**config.mk**
```make
export PLATFORM = sky130hd
export DESIGN_NAME = svrw_top
export DESIGN_NICKNAME = d
export VERILOG_FILES = /design/src/logic/svrw_pkg.sv /design/src/logic/svrw_sync.sv /design/src/logic/svrw_top.sv
export SDC_FILE = /design/constraint.sdc
export NUM_CORES = 1
export LEC_CHECK = 0
export BUFFER_PORTS_ARGS = -buffer_cell sky130_fd_sc_hd__buf_4
export CORE_ASPECT_RATIO = 1.5
export CORE_MARGIN = 8
export CORE_UTILIZATION = 45
export DETAILED_ROUTE_END_ITERATION = 7
export PLACE_DENSITY = 0.65
export SYNTH_ARGS = -nofsm -noshare
export SYNTH_HDL_FRONTEND = slang
export SYNTH_SLANG_ARGS = --single-unit
```
**constraint.sdc**
```tcl
create_clock -name sys_clk -period 1.6 [get_ports sys_clk]
set_input_delay 0.24 -clock sys_clk [delete_from_list [all_inputs] [get_ports sys_clk]]
set_output_delay 0.24 -clock sys_clk [all_outputs]
set_load 0.02 [all_outputs]
```
**src/logic/svrw_pkg.sv**
```systemverilog
/*
 * Constants for the supervisor, reset pulse and watchdog block.
 * Assumes a 10 MHz system clock and digital indications from the analog comparators.
 */
// What this block does
// RULE1: Low manual request starts a reset pulse.
// RULE2: Manual request is debounced into one episode.
// RULE3: Unconnected manual request reads as no reset.
// RULE4: Power-fail flag low while sense below reference.
// RULE5: Board ties unused power-fail sense to rail.
// RULE6: Steady kick beyond timeout drives expired low.
// RULE7: Each kick edge clears counter; host toggles.
// RULE8: Counter held cleared while reset asserted.
// RULE9: Floating kick input disables the watchdog.
// RULE10: Reset pulse lasts 200 ms when triggered.
// RULE11: Reset held throughout undervoltage.
// RULE12: Reset held 200 ms after cause clears.
// RULE13: Watchdog timeout alone never asserts reset.
// RULE14: Expired stays low until counter cleared.
// RULE15: Expired forced low during undervoltage.
// RULE16: Active-high reset is complement of reset.
// RULE17: Watchdog timeout is nominally 1.6 seconds.
// RULE18: Watchdog timing starts after reset releases.
// RULE19: Intervals come from parameterised clock counters.
// RULE20: Asynchronous inputs synchronised before use.
package svrw_pkg;
    localparam int unsigned CLK_HZ           = 10_000_000;
    localparam int unsigned RESET_PULSE_MS   = 200;
    localparam int unsigned WD_TIMEOUT_MS    = 1600;
    localparam int unsigned RESET_PULSE_CYC  = RESET_PULSE_MS * (CLK_HZ / 1000);
    localparam int unsigned WD_TIMEOUT_CYC   = WD_TIMEOUT_MS * (CLK_HZ / 1000);
    localparam int unsigned SYNC_STAGES      = 3;
    localparam logic        RESET_ACTIVE_N   = 1'b0;

    typedef enum logic [1:0] {
        SVRW_IDLE  = 2'b00,
        SVRW_HOLD  = 2'b01,
        SVRW_PULSE = 2'b10
    } svrw_state_t;
endpackage : svrw_pkg

```
**src/logic/svrw_sync.sv**
```systemverilog
/*
 * Three-stage synchroniser; a change is accepted when stages two and three agree.
 * Assumes an asynchronous input and the system clock domain.
 */
`timescale 1ns/100ps
module svrw_sync
    import svrw_pkg::*;
#(
    parameter logic RESET_VAL = 1'b1
) (
    // Clock and reset
    input  wire logic sys_clk,
    input  wire logic reset_n,
    // Data
    input  wire logic async_in,
    output logic      sync_out
);
    logic [SYNC_STAGES-1:0] stage_r;
    logic [SYNC_STAGES-1:0] stage_nxt;
    logic                   out_r;
    logic                   out_nxt;

    // =========================================================
    // Shift chain
    always_comb begin
        stage_nxt = {stage_r[SYNC_STAGES-2:0], async_in};
        out_nxt   = out_r;
        if (stage_r[1] == stage_r[2]) begin // see RULE20
            out_nxt = stage_r[2];
        end
    end

    always_ff @(posedge sys_clk) begin
        if (!reset_n) begin
            stage_r <= {SYNC_STAGES{RESET_VAL}};
            out_r   <= RESET_VAL;
        end else begin
            stage_r <= stage_nxt;
            out_r   <= out_nxt;
        end
    end

    assign sync_out = out_r;
endmodule : svrw_sync

```
**src/logic/svrw_top.sv**
```systemverilog
/*
 * Supervisor: reset pulse generator, watchdog timer and power-fail flag.
 * Assumes comparators deliver digital levels and the kick input's third
 * level arrives as a separate floating indication.
 */
`timescale 1ns/100ps
module svrw_top
    import svrw_pkg::*;
#(
    parameter int unsigned RESET_CYCLES = RESET_PULSE_CYC, // see RULE19
    parameter int unsigned WD_CYCLES    = WD_TIMEOUT_CYC   // see RULE19
) (
    // Clock and reset
    input  wire logic sys_clk,
    input  wire logic reset_n,
    // Supply and comparator indications
    input  wire logic undervoltage,
    input  wire logic power_fail_sense,
    // Manual reset request
    input  wire logic manual_reset_request_n,
    // Watchdog kick, level and floating indication
    input  wire logic watchdog_kick,
    input  wire logic watchdog_kick_float,
    // Outputs to the host
    output logic      reset_out_n,
    output logic      reset_out,
    output logic      watchdog_expired_n,
    output logic      power_fail_flag_n
);
    // =========================================================
    // Counter widths and end points
    localparam int            RW       = $clog2(RESET_CYCLES + 1);
    localparam int            WW       = $clog2(WD_CYCLES + 1);
    localparam logic [RW-1:0] RST_LAST = RW'(RESET_CYCLES - 1);
    localparam logic [WW-1:0] WD_LAST  = WW'(WD_CYCLES - 1);

    // =========================================================
    // Synchronised inputs
    logic uv_s;
    logic pf_s;
    logic mr_s;
    logic kick_s;
    logic float_s;

    // =========================================================
    // Input synchronisers
    // Undervoltage reads as present until the chain fills: power-on reset
    svrw_sync #(
        .RESET_VAL (1'b1)
    ) u_uv (
        .sys_clk  (sys_clk),
        .reset_n  (reset_n),
        .async_in (undervoltage),
        .sync_out (uv_s)
    ); // see RULE20

    svrw_sync #(
        .RESET_VAL (1'b1)
    ) u_pf (
        .sys_clk  (sys_clk),
        .reset_n  (reset_n),
        .async_in (power_fail_sense),
        .sync_out (pf_s)
    ); // see RULE20

    // Idle level high: an open request line asks for nothing
    svrw_sync #(
        .RESET_VAL (1'b1)
    ) u_mr (
        .sys_clk  (sys_clk),
        .reset_n  (reset_n),
        .async_in (manual_reset_request_n),
        .sync_out (mr_s)
    ); // see RULE3

    svrw_sync #(
        .RESET_VAL (1'b0)
    ) u_kick (
        .sys_clk  (sys_clk),
        .reset_n  (reset_n),
        .async_in (watchdog_kick),
        .sync_out (kick_s)
    ); // see RULE20

    // Reads as floating until the chain fills, so no timing starts early
    svrw_sync #(
        .RESET_VAL (1'b1)
    ) u_float (
        .sys_clk  (sys_clk),
        .reset_n  (reset_n),
        .async_in (watchdog_kick_float),
        .sync_out (float_s)
    ); // see RULE9

    // =========================================================
    // Reset pulse generator
    svrw_state_t   st_r;
    svrw_state_t   st_nxt;
    logic [RW-1:0] rcnt_r;
    logic [RW-1:0] rcnt_nxt;
    logic          rst_n_r;
    logic          rst_n_nxt;
    logic          rst_r;
    logic          rst_nxt;

    always_comb begin
        st_nxt    = st_r;
        rcnt_nxt  = rcnt_r;
        unique case (st_r)
            SVRW_IDLE: begin
                if (uv_s || !mr_s) begin // see RULE1
                    st_nxt = SVRW_HOLD;
                end
            end
            SVRW_HOLD: begin
                rcnt_nxt = '0;
                if (!uv_s && mr_s) begin // see RULE11
                    st_nxt = SVRW_PULSE;
                end
            end
            SVRW_PULSE: begin
                // Bounces restart the interval, giving one clean episode
                if (uv_s || !mr_s) begin // see RULE2
                    st_nxt = SVRW_HOLD;
                end else if (rcnt_r == RST_LAST) begin // see RULE12
                    st_nxt = SVRW_IDLE;
                end else begin
                    rcnt_nxt = rcnt_r + 1'b1; // see RULE10
                end
            end
            default: st_nxt = SVRW_HOLD;
        endcase
        rst_n_nxt = (st_nxt == SVRW_IDLE);
        rst_nxt   = !rst_n_nxt; // see RULE16
    end

    always_ff @(posedge sys_clk) begin
        if (!reset_n) begin
            st_r    <= SVRW_HOLD;
            rcnt_r  <= '0;
            rst_n_r <= RESET_ACTIVE_N;
            rst_r   <= ~RESET_ACTIVE_N;
        end else begin
            st_r    <= st_nxt;
            rcnt_r  <= rcnt_nxt;
            rst_n_r <= rst_n_nxt;
            rst_r   <= rst_nxt;
        end
    end

    // =========================================================
    // Watchdog timer; timeout only drives the expired flag
    logic [WW-1:0] wcnt_r;
    logic [WW-1:0] wcnt_nxt;
    logic          kick_d_r;
    logic          kick_d_nxt;
    logic          exp_r;
    logic          exp_nxt;

    always_comb begin
        kick_d_nxt = kick_s;
        wcnt_nxt   = wcnt_r;
        exp_nxt    = exp_r;
        if (!rst_n_r || float_s || (kick_s != kick_d_r)) begin // see RULE7
            // Cleared during reset, while floating and on any edge
            wcnt_nxt = '0; // see RULE8
            exp_nxt  = 1'b0; // see RULE14
        end else if (wcnt_r == WD_LAST) begin // see RULE17
            exp_nxt = 1'b1; // see RULE6
        end else begin
            wcnt_nxt = wcnt_r + 1'b1; // see RULE18
        end
    end

    always_ff @(posedge sys_clk) begin
        if (!reset_n) begin
            wcnt_r   <= '0;
            kick_d_r <= 1'b0;
            exp_r    <= 1'b0;
        end else begin
            wcnt_r   <= wcnt_nxt;
            kick_d_r <= kick_d_nxt;
            exp_r    <= exp_nxt;
        end
    end

    // =========================================================
    // Expired flag; undervoltage overrides the timer state
    logic wdo_r;
    logic wdo_nxt;

    always_comb begin
        wdo_nxt = !(exp_nxt && !float_s) && !uv_s; // see RULE15
    end

    always_ff @(posedge sys_clk) begin
        if (!reset_n) begin
            wdo_r <= 1'b0;
        end else begin
            wdo_r <= wdo_nxt;
        end
    end

    // =========================================================
    // Power-fail flag; follows the comparator after synchronising
    logic pfo_r;
    logic pfo_nxt;

    always_comb begin
        pfo_nxt = pf_s; // see RULE4
    end

    always_ff @(posedge sys_clk) begin
        if (!reset_n) begin
            pfo_r <= 1'b1;
        end else begin
            pfo_r <= pfo_nxt;
        end
    end

    // =========================================================
    // Outputs, each straight from its register
    // Reset follows only undervoltage and manual request, never the timer
    assign reset_out_n        = rst_n_r; // see RULE13
    assign reset_out          = rst_r;
    assign watchdog_expired_n = wdo_r;
    assign power_fail_flag_n  = pfo_r;
endmodule : svrw_top

```
== After elaboration in Yosys (flattened, before gate mapping) ==
Cells that the tools add are included.
Operators by class
  $add $sub $neg: 2
  multiply operators: 0
  div/mod/pow operators: 0
  magnitude comparators: 0
  equal/unequal tests: 12
  shift operators: 0
  muxes and demuxes: 10
  bitwise operators: 1
  reduce and logical (&&, ||, !) cells: 17
Operator list (count)
  two-way mux 21 bit: 2
  one-hot mux 21 bit (2 select lines): 1
  adder 24 x 1 -> 24 bit (second input constant): 1
  equality test 24 bit (second input constant): 1
  adder 21 x 1 -> 21 bit (second input constant): 1
  equality test 21 bit (second input constant): 1
  two-way mux 2 bit: 4
  zero test 1 bit: 6
  one-hot mux 2 bit (3 select lines): 1
  equality test 1 bit: 5
  zero test 2 bit: 2
  inequality test 2 bit (second input constant): 2
  logical AND 1 bit: 3
  logical OR 1 bit: 3
  AND reduction 3 bit: 1
  equality test 2 x 1 -> 1 bit (second input constant): 1
  equality test 2 bit (second input constant): 1
  two-way mux 1 bit: 2
  nonzero test 2 bit: 1
  OR reduction 2 bit: 1
  inequality test 1 bit: 1
  inverter 1 bit: 1
Word-level totals
  register bits: 73
  latch bits: 0
  RAM bits: 0
  memory bits (read-only): 0
  input bits: 7
  output and inout port bits: 4
  memories: 0

== Longest topological paths before layout ==
Gate-level depths: netlist of the first run.
  depth after elaboration: 7
  mapped depth: 6

== Modules after synthesis ==
A second synthesis of the first run with hierarchy kept.
Unflattened totals
  cells, all modules: 353
  area, all modules: 3193.1 µm²
Modules (own cells, without submodules)
  svrw_top: instances 1, cells each 303, area each 2626.3 µm², seq. area each 1061.0 µm²
  svrw_sync (u_float ...): instances 4, cells each 10, area each 112.6 µm², seq. area each 80.1 µm²
  svrw_sync (u_kick): instances 1, cells each 10, area each 116.4 µm², seq. area each 80.1 µm²

== Worst setup path after synthesis of the first run ==
No wires, ideal clock.
  path type: reg-to-reg
  start point: register wcnt_r[0]
  end point: register wcnt_r[14]
  arrival time: 1.577 ns
  slack: -0.048 ns
  stages on the path, launching flop included: 7
  buffers on the path: 0
  cell sequence: dfxtp_1 ha_1 nand3_1 nor2_1 o21ai_2 or3_1 a21oi_1
Between the ends
  cells in the longest elaborated chain, start to end: 1
  elaborated cells on any way between the ends: 2
  those cells by class: add/sub: 1; eq/ne: 1
Ends and longest elaborated chain
  start, declared: RTL line svrw_top.sv:153  | logic [WW-1:0] wcnt_r;
  start signal, assigned: RTL line svrw_top.sv:181  | wcnt_r <= wcnt_nxt;
  adder 24 x 1 -> 24 bit or equality test 24 bit (tied branches): RTL line svrw_top.sv:171, svrw_top.sv:168
Parallel ways exist; a longest one is shown, timed or not.
A chain may end at the register's enable or synchronous reset.

== Final worst setup path of the first run ==
  start point: register wcnt_r[14]
  end point: register wcnt_r[1]
Between the ends
  cells in the longest elaborated chain, start to end: 1
Ends and longest elaborated chain
  equality test 24 bit: RTL line svrw_top.sv:168  | end else if (wcnt_r == WD_LAST) begin
Every way passes these cells.

==> impl_metrics.toml, run 1 <==
[global_routing]
grt_start_max_net_pins = 21
antenna_found_initial = 0
grt_pass1_wl_mm = 11.7
grt_overflow = 0
grt_pass1_vias = 2661
grt_util_all_layers_pct = 14.6

[worst_setup_path]
max_stage_delay_ns = 0.34
cp_cell_sequence = "nor4b_4, nand4_1, nor4_2, buf_4, mux2i_1, nor2_1"
endpoint_kind = "flop"
critPathSlowestCell = "dfxtp_2"
reg2reg_to = "wcnt_r[1]"
cp.arrival_ns = 1.93
r2r_cells = 6
critPathMaxFanout = 6
r2r_start = "wcnt_r[14]"
start_kind = "flop"
rrSetupSlack_ns = -0.08
crit_start = "wcnt_r[14]"
crit_type = "reg -> reg"
worstPathRequired_ns = 1.85

[final_layout]
n_fill_cell = 488
nNetsFinal = 431
area_delta_synth_final_pct = 40.4
fin_area_um2 = 4260
register_area_um2 = 1490
multi_input_area_um2 = 1750
drive_above_1_share_pct = 39.6
diodes = 0

[timing]
timing.fmax_ghz = 0.597
timing.hold.ws_ns = 0.0645
tightest_slew_ns = 0.302
period_minus_slack_ns = 1.68
rsz0062_at_grt = "yes"
slew_headroom_pct = 79.9
period_share_pct = 105
slew_viol_final = 0
setup_ws_ns = -0.0762
clock_skew_ns = 0.00921
hold_viol_final = 0
setup_viol = 10

[min_path]
worstHoldPathType = "in -> reg"
min_from = "undervoltage"
holdPathStages = 2
min_to = "u_uv.stage_r[0]"

[synthesis]
yosys.cell_count.top_type = "dfxtp_1"
ys_types = 45
avgSynthCellArea_um2 = 9.09
syn_area_um2 = 3040
netlist_instances = 334
async_reset_ff_share_pct = 0
synth_area_leaders = "dfxtp_1 (48%), xor2_1 (6.9%), nor2_1 (5.6%)"
yosys_warnings = 0
synth_nets = 343
synth-main-ff-cell = "dfxtp_1"
ys_seq_area_share_pct = 48.1
synthTopCellsByCount = "dfxtp_1 (73), nor2_1 (45), nand2_1 (25)"
synth-edff-count = 0
synth_top_cell_by_area = "dfxtp_1"
synth_top_area_share_pct = 48.1
synth-seq-cells = 73

[pwr]
pwr-share-comb_pct = 1.0
peakVddDrop_mv = 0.752
cellLeakagePower_nw = 1.62
switching_share_pct = 21.0
powerDensity_nw_per_um2 = 862
p_switching_w = 0.000770
clkPwrFrac_pct = 49.0
power.share.sequential_pct = 49.9
intPower_w = 0.00290

[route]
drt_iter0_drc = 154
dr.pass1.iters = 5
via_per_inst = 5.33
wl_mm = 7.21
route.detailed.drc = 0
dr_total_vias = 2683
avgRoutedWirePerCell_um = 14.3
ant_nets = 0

[placement]
finalWeightedCongestion = 0.803
dp_hpwl_mm = 4.78
port_buffers = 10
placed_area_um2 = 3630

[outcome]
status = "finished, violations left"
violations = "setup timing"

[die]
num_io_pins = 11
die-width_um = 83.1
die_area_um2 = 9680
die_y_um = 117
initial_core_util_pct = 46.5
rows = 36
core_um2 = 6530

[clock_tree]
root_buffer = "clkbuf_8"
hold_buffers = 0
cts_inserted_buffers = 9
clock_path_buffers = 2
cts_tree = "built"
htreeDepth = 3
cts.sinks = 73
clk_latency_ns = 0.35
clkTransAtPathRegs_ns = 0.08

[job]
maxCapViolCount = 0
## layout by cell type (no fill, tap or decap), types with 3 or more instances in the layout
cell type  count
nor3_1         4
o21ai_0       10
o21ai_1        4
nand3_2        6
buf_4         79
clkbuf_8       9
o211ai_1       8
a21oi_1       12
nand2_1       19
nand3_1       15
dfxtp_1       54
mux2i_1        3
nor2_2         3
buf_6          7
bufinv_16      3
and4_1         3
and3_1         4
o21ai_2        4
nor2_1        40
nand2b_1      15
or3_1          6
or4_4          3
nand2_2        5
xor2_1        23
dfxtp_2       18
and2_1         5
nand4_1       16
or4_1          3
## worst max-delay path by stage
stage,end,slack (ns),cells past startpoint
after floorplan,wcnt_r[1],-0.03,6
after global placement,wcnt_r[1],-0.1,6
after detailed placement,wcnt_r[1],-0.15,6
after CTS,wcnt_r[1],-0.13,6
after global routing,wcnt_r[1],-0.26,6
final,wcnt_r[1],-0.08,6
## cell families (layout without fill, tap and decap cells)
| logic type | after synthesis | after routing | synth area share (%) |
|---|---|---|---|
| compound gates | 48 | 49 | 10.0 |
| xor+xnor | 25 | 25 | 7.21 |
| fa+ha+maj | 2 | 2 | 0.824 |
| simple gates | 172 | 172 | 31.0 |
| buf+inv | 11 | 103 | 1.77 |
| mux | 3 | 3 | 0.989 |
| flops | 73 | 73 | 48.1 |
## sequential cells by signal, indices dropped and copies added, names as in the netlist, 2 cells and up
name,cells
u_uv.stage_r,3
rcnt_r,21
u_mr.stage_r,3
st_r,2
wcnt_r,24
u_pf.stage_r,3
u_float.stage_r,3
u_kick.stage_r,3
## critical path: cells and delay by family, from the launching register on
kind                   cells  cell delay [ns]
buffers and inverters      1             0.21
multiplexers               1             0.20
flip-flops                 1             0.34
AND/OR/NAND/NOR            4             0.83
## cell type report
cell class | count | share of cell area (%)
Inverter | 1 | 0.0881
Sequential cell | 73 | 34.9
Clock buffer | 9 | 2.91
Timing Repair Buffer | 86 | 15.8
Multi-Input combinational cell | 251 | 41.1
Tap cell | 76 | 2.23
Clock inverter | 7 | 2.97
## power by group through the flow
| stage | sequential [W] | combinational [W] | clock [W] |
|---|---|---|---|
| 2_1_floorplan | 0.00188 | 0.0000204 | 0 |
| 4_1_cts | 0.00184 | 0.0000382 | 0.00183 |
| 6_report | 0.00183 | 0.0000377 | 0.00180 |
| 3_3_place_gp | 0.00188 | 0.0000362 | 0 |
| 3_5_place_dp | 0.00188 | 0.0000374 | 0 |
| 5_1_grt | 0.00184 | 0.0000419 | 0.00191 |
## metrics by stage
step | total power, W | cells | worst slack [ns] | utilization (%) | TNS [ns]
6_report | 0.00367 | 503 | -0.0762 | 65.2 | -0.352
5_1_grt | 0.00379 | 503 | -0.262 | 65.2 | -3.04
3_3_place_gp | 0.00192 | 471 | -0.0985 | 55.6 | -0.567
3_5_place_dp | 0.00192 | 471 | -0.154 | 55.6 | -1.42
4_1_cts | 0.00371 | 490 | -0.132 | 60.6 | -0.689
2_1_floorplan | 0.00190 | 334 | -0.0346 | - | -0.0659
## what timing repair did
item,CTS,global route
setup endpoints to repair,30,43
gates cloned,1,2
buffers inserted,2,12
resized for setup,24,55
pin swaps,16,38
## metal layers
layer / share of wire (%) / track usage [%] / vias up
li1: - / - / 1369
met1: 41 / 14.5 / 1263
met2: 54 / 27.3 / 37
met3: 3.1 / 3.98 / 14
met4: 2.0 / 6.94 / 0
met5: 0 / 0 / -
No activity file was read; power rests on OpenSTA's default activity.
==> run 2, diff against run 1 <==
--- a/config.mk
+++ b/config.mk
@@ -6,11 +6,13 @@
 export NUM_CORES = 1
 export LEC_CHECK = 0
 export BUFFER_PORTS_ARGS = -buffer_cell sky130_fd_sc_hd__buf_4
-export CORE_ASPECT_RATIO = 1.5
+export CORE_ASPECT_RATIO = 2
 export CORE_MARGIN = 8
 export CORE_UTILIZATION = 45
 export DETAILED_ROUTE_END_ITERATION = 7
+export MAX_ROUTING_LAYER = met4
 export PLACE_DENSITY = 0.65
 export SYNTH_ARGS = -nofsm -noshare
 export SYNTH_HDL_FRONTEND = slang
+export SYNTH_HIERARCHICAL = 1
 export SYNTH_SLANG_ARGS = --single-unit
==> run 2 against run 1 <==
- the run still ends with setup timing left
- total power grew 3.1%
- non-clock buffer count is the same
- worst hold slack better by 0.023 ns
- combinational power rose by 9.5%
- die area is 5.4% higher
- sequential power is essentially flat
- clock skew decreased by 0.0035 ns
- clock power is 6% higher
- area after synthesis rose by 5.2%
- highest routed layer unchanged
==> impl_metrics.toml, run 2 <==
[worst_setup_path]
cp.arrival_ns = 2.00
critPathSlowestCell = "or4b_4"
cp_cell_sequence = "or4b_4, nor4_4, buf_6, nand2_2, a211o_1"
max_stage_delay_ns = 0.55
crit_type = "reg -> reg"
endpoint_kind = "flop"
critPathMaxFanout = 7
r2r_cells = 5
start_kind = "flop"
r2r_start = "rcnt_r[9]"
worstPathRequired_ns = 1.82
crit_start = "rcnt_r[9]"
reg2reg_to = "reset_out"
rrSetupSlack_ns = -0.19

[timing]
tightest_slew_ns = 0.384
setup_ws_ns = -0.187
rsz0062_at_grt = "yes"
period_minus_slack_ns = 1.79
slew_viol_final = 0
slew_headroom_pct = 74.3
setup_viol = 24
tns_ns = -3.13
hold_viol_final = 0
timing.fmax_ghz = 0.560
clock_skew_ns = 0.00568
timing.hold.ws_ns = 0.0871
period_share_pct = 112

[final_layout]
largest_registers = "wcnt_r x24, rcnt_r x21"
max_flop_register = "wcnt_r"
layout_commonest_cell = "buf_4"
diodes = 0
area_delta_synth_final_pct = 35.9
final_core_util_pct = 63.0
nNetsFinal = 443
fin_area_um2 = 4340
layout_common_cells = "buf_4 (82), dfxtp_1 (64), a21oi_1 (29)"
drive_above_1_share_pct = 33.5
largest_register_ffs = 24

[synthesis]
netlist_instances = 353
yosys_warnings = 6
syn_area_um2 = 3190
synth_nets = 362
async_reset_ff_share_pct = 0
avgSynthCellArea_um2 = 9.05
synthTopCellsByCount = "dfxtp_1 (73), a21oi_1 (35), nand2_1 (27)"
synth_top_cell_by_area = "dfxtp_1"
synth_area_leaders = "dfxtp_1 (46%), a21oi_1 (5.5%), nand2_1 (3.2%)"
synth-main-ff-cell = "dfxtp_1"
synth_top_area_share_pct = 45.8
ys_types = 52
ys_seq_area_share_pct = 45.8
yosys.cell_count.top_type = "dfxtp_1"
synth-seq-cells = 73
synth-edff-count = 0

[route]
drt_iter0_drc = 154
via_per_inst = 5.64
route.detailed.drc = 0
wl_mm = 7.94
dr_total_vias = 2983
dr.pass1.iters = 4
ant_nets = 0
avgRoutedWirePerCell_um = 15.0

[global_routing]
grt_pass1_wl_mm = 13.0
grt_start_max_net_pins = 25
grt_overflow = 0
grt_util_all_layers_pct = 17.0
grt_pass1_vias = 2887
antenna_found_initial = 0

[job]
maxCapViolCount = 0

[die]
rows = 43
initial_core_util_pct = 46.4
core_um2 = 6890
die_y_um = 135
num_io_pins = 11
die-width_um = 75.6
die_area_um2 = 10200

[min_path]
min_to = "u_pf/stage_r[0]"
holdPathStages = 2
worstHoldPathType = "in -> reg"
min_from = "power_fail_sense"

[clock_tree]
clkTransAtPathRegs_ns = 0.06
htreeDepth = 3
clk_latency_ns = 0.33
root_buffer = "clkbuf_16"
cts_inserted_buffers = 9
cts.sinks = 73
clock_path_buffers = 2
cts_tree = "built"

[outcome]
status = "finished, violations left"
violations = "setup timing"

[pwr]
powerDensity_nw_per_um2 = 873
cellLeakagePower_nw = 1.49
peakVddDrop_mv = 0.833
finalPower_w = 0.00379

[placement]
dp_hpwl_mm = 5.76
finalWeightedCongestion = 0.879
placed_area_um2 = 3830
port_buffers = 10
## run 2: changes by cell type after synthesis, moves of 5 or more
cell | before | now
a21oi_1 | 12 | 35
and4_1 | 4 | 10
nor2_1 | 45 | 13
o211ai_1 | 8 | 2
o21ai_1 | 0 | 6
o31ai_1 | 0 | 11
or3_1 | 6 | 15
or4_1 | 6 | 11
xor2_1 | 24 | 3
## run 2: power by group
group	switching, W	internal [W]	leakage (nW)
Combinational	0.0000196	0.0000217	0.763
Clock	0.000801	0.00111	0.132
Sequential	0.00000604	0.00183	0.595
Total	0.000826	0.00296	1.49
## run 2: through the flow
step	worst slack (ns)	instances
floorplan	-0.243	353
global placement	-0.211	505
detailed placement	-0.240	505
CTS	-0.191	528
global route	-0.246	529
finish	-0.187	529
## run 2: kinds of logic after synthesis
kind of cell	Yosys count	share of synthesized area (%)
AOI/OAI and AO/OA	93	17.8
xor gates and xnor gates	7	1.92
adders and majority gates	2	0.784
buffers and inverters	20	3.06
DFF	73	45.8
muxes	7	2.19
and+or+nand+nor	151	28.4
## run 2: layout make-up
class | count | area, um2
flip-flops and latches | 73 | 1470
clock buffers | 10 | 239
inverters | 4 | 15.0
well taps | 90 | 113
clock inverters | 6 | 48.8
multi-input cells | 260 | 1790
repair buffers | 86 | 663
fillers | 628 | 2550
## run 2: worst max path at each step
| stage | endpoint | slack [ns] | depth (start not counted) |
|---|---|---|---|
| 3_3_place_gp | reset_out | -0.21 | 5 |
| 4_1_cts | rcnt_r[20] | -0.19 | 6 |
| 3_5_place_dp | reset_out | -0.24 | 5 |
| 5_1_grt | reset_out | -0.25 | 5 |
| 2_1_floorplan | st_r[1] | -0.24 | 6 |
| 6_report | reset_out | -0.19 | 5 |
## run 2: critical path, delay by kind of cell (launching register included)
family / cells / cell delay, ns
compound gates: 1 / 0.27
flops: 1 / 0.32
buf+inv: 1 / 0.17
simple gates: 3 / 0.91
## run 2: timing repair
item | in CTS | in global routing
resized for setup | 22 | 25
setup endpoints to repair | 31 | 43
buffers inserted | 6 | 2
cloned | 1 | 0
pin swaps | 13 | 14
hold buffers | 0 | 0
## run 2: layer usage
layer,vias up,track usage [%],wire (um)
met1,1416,15.3,3000
met5,-,-,0
met4,0,9.81,298
met3,27,4.09,167
li1,1492,-,-
met2,48,30.5,4470
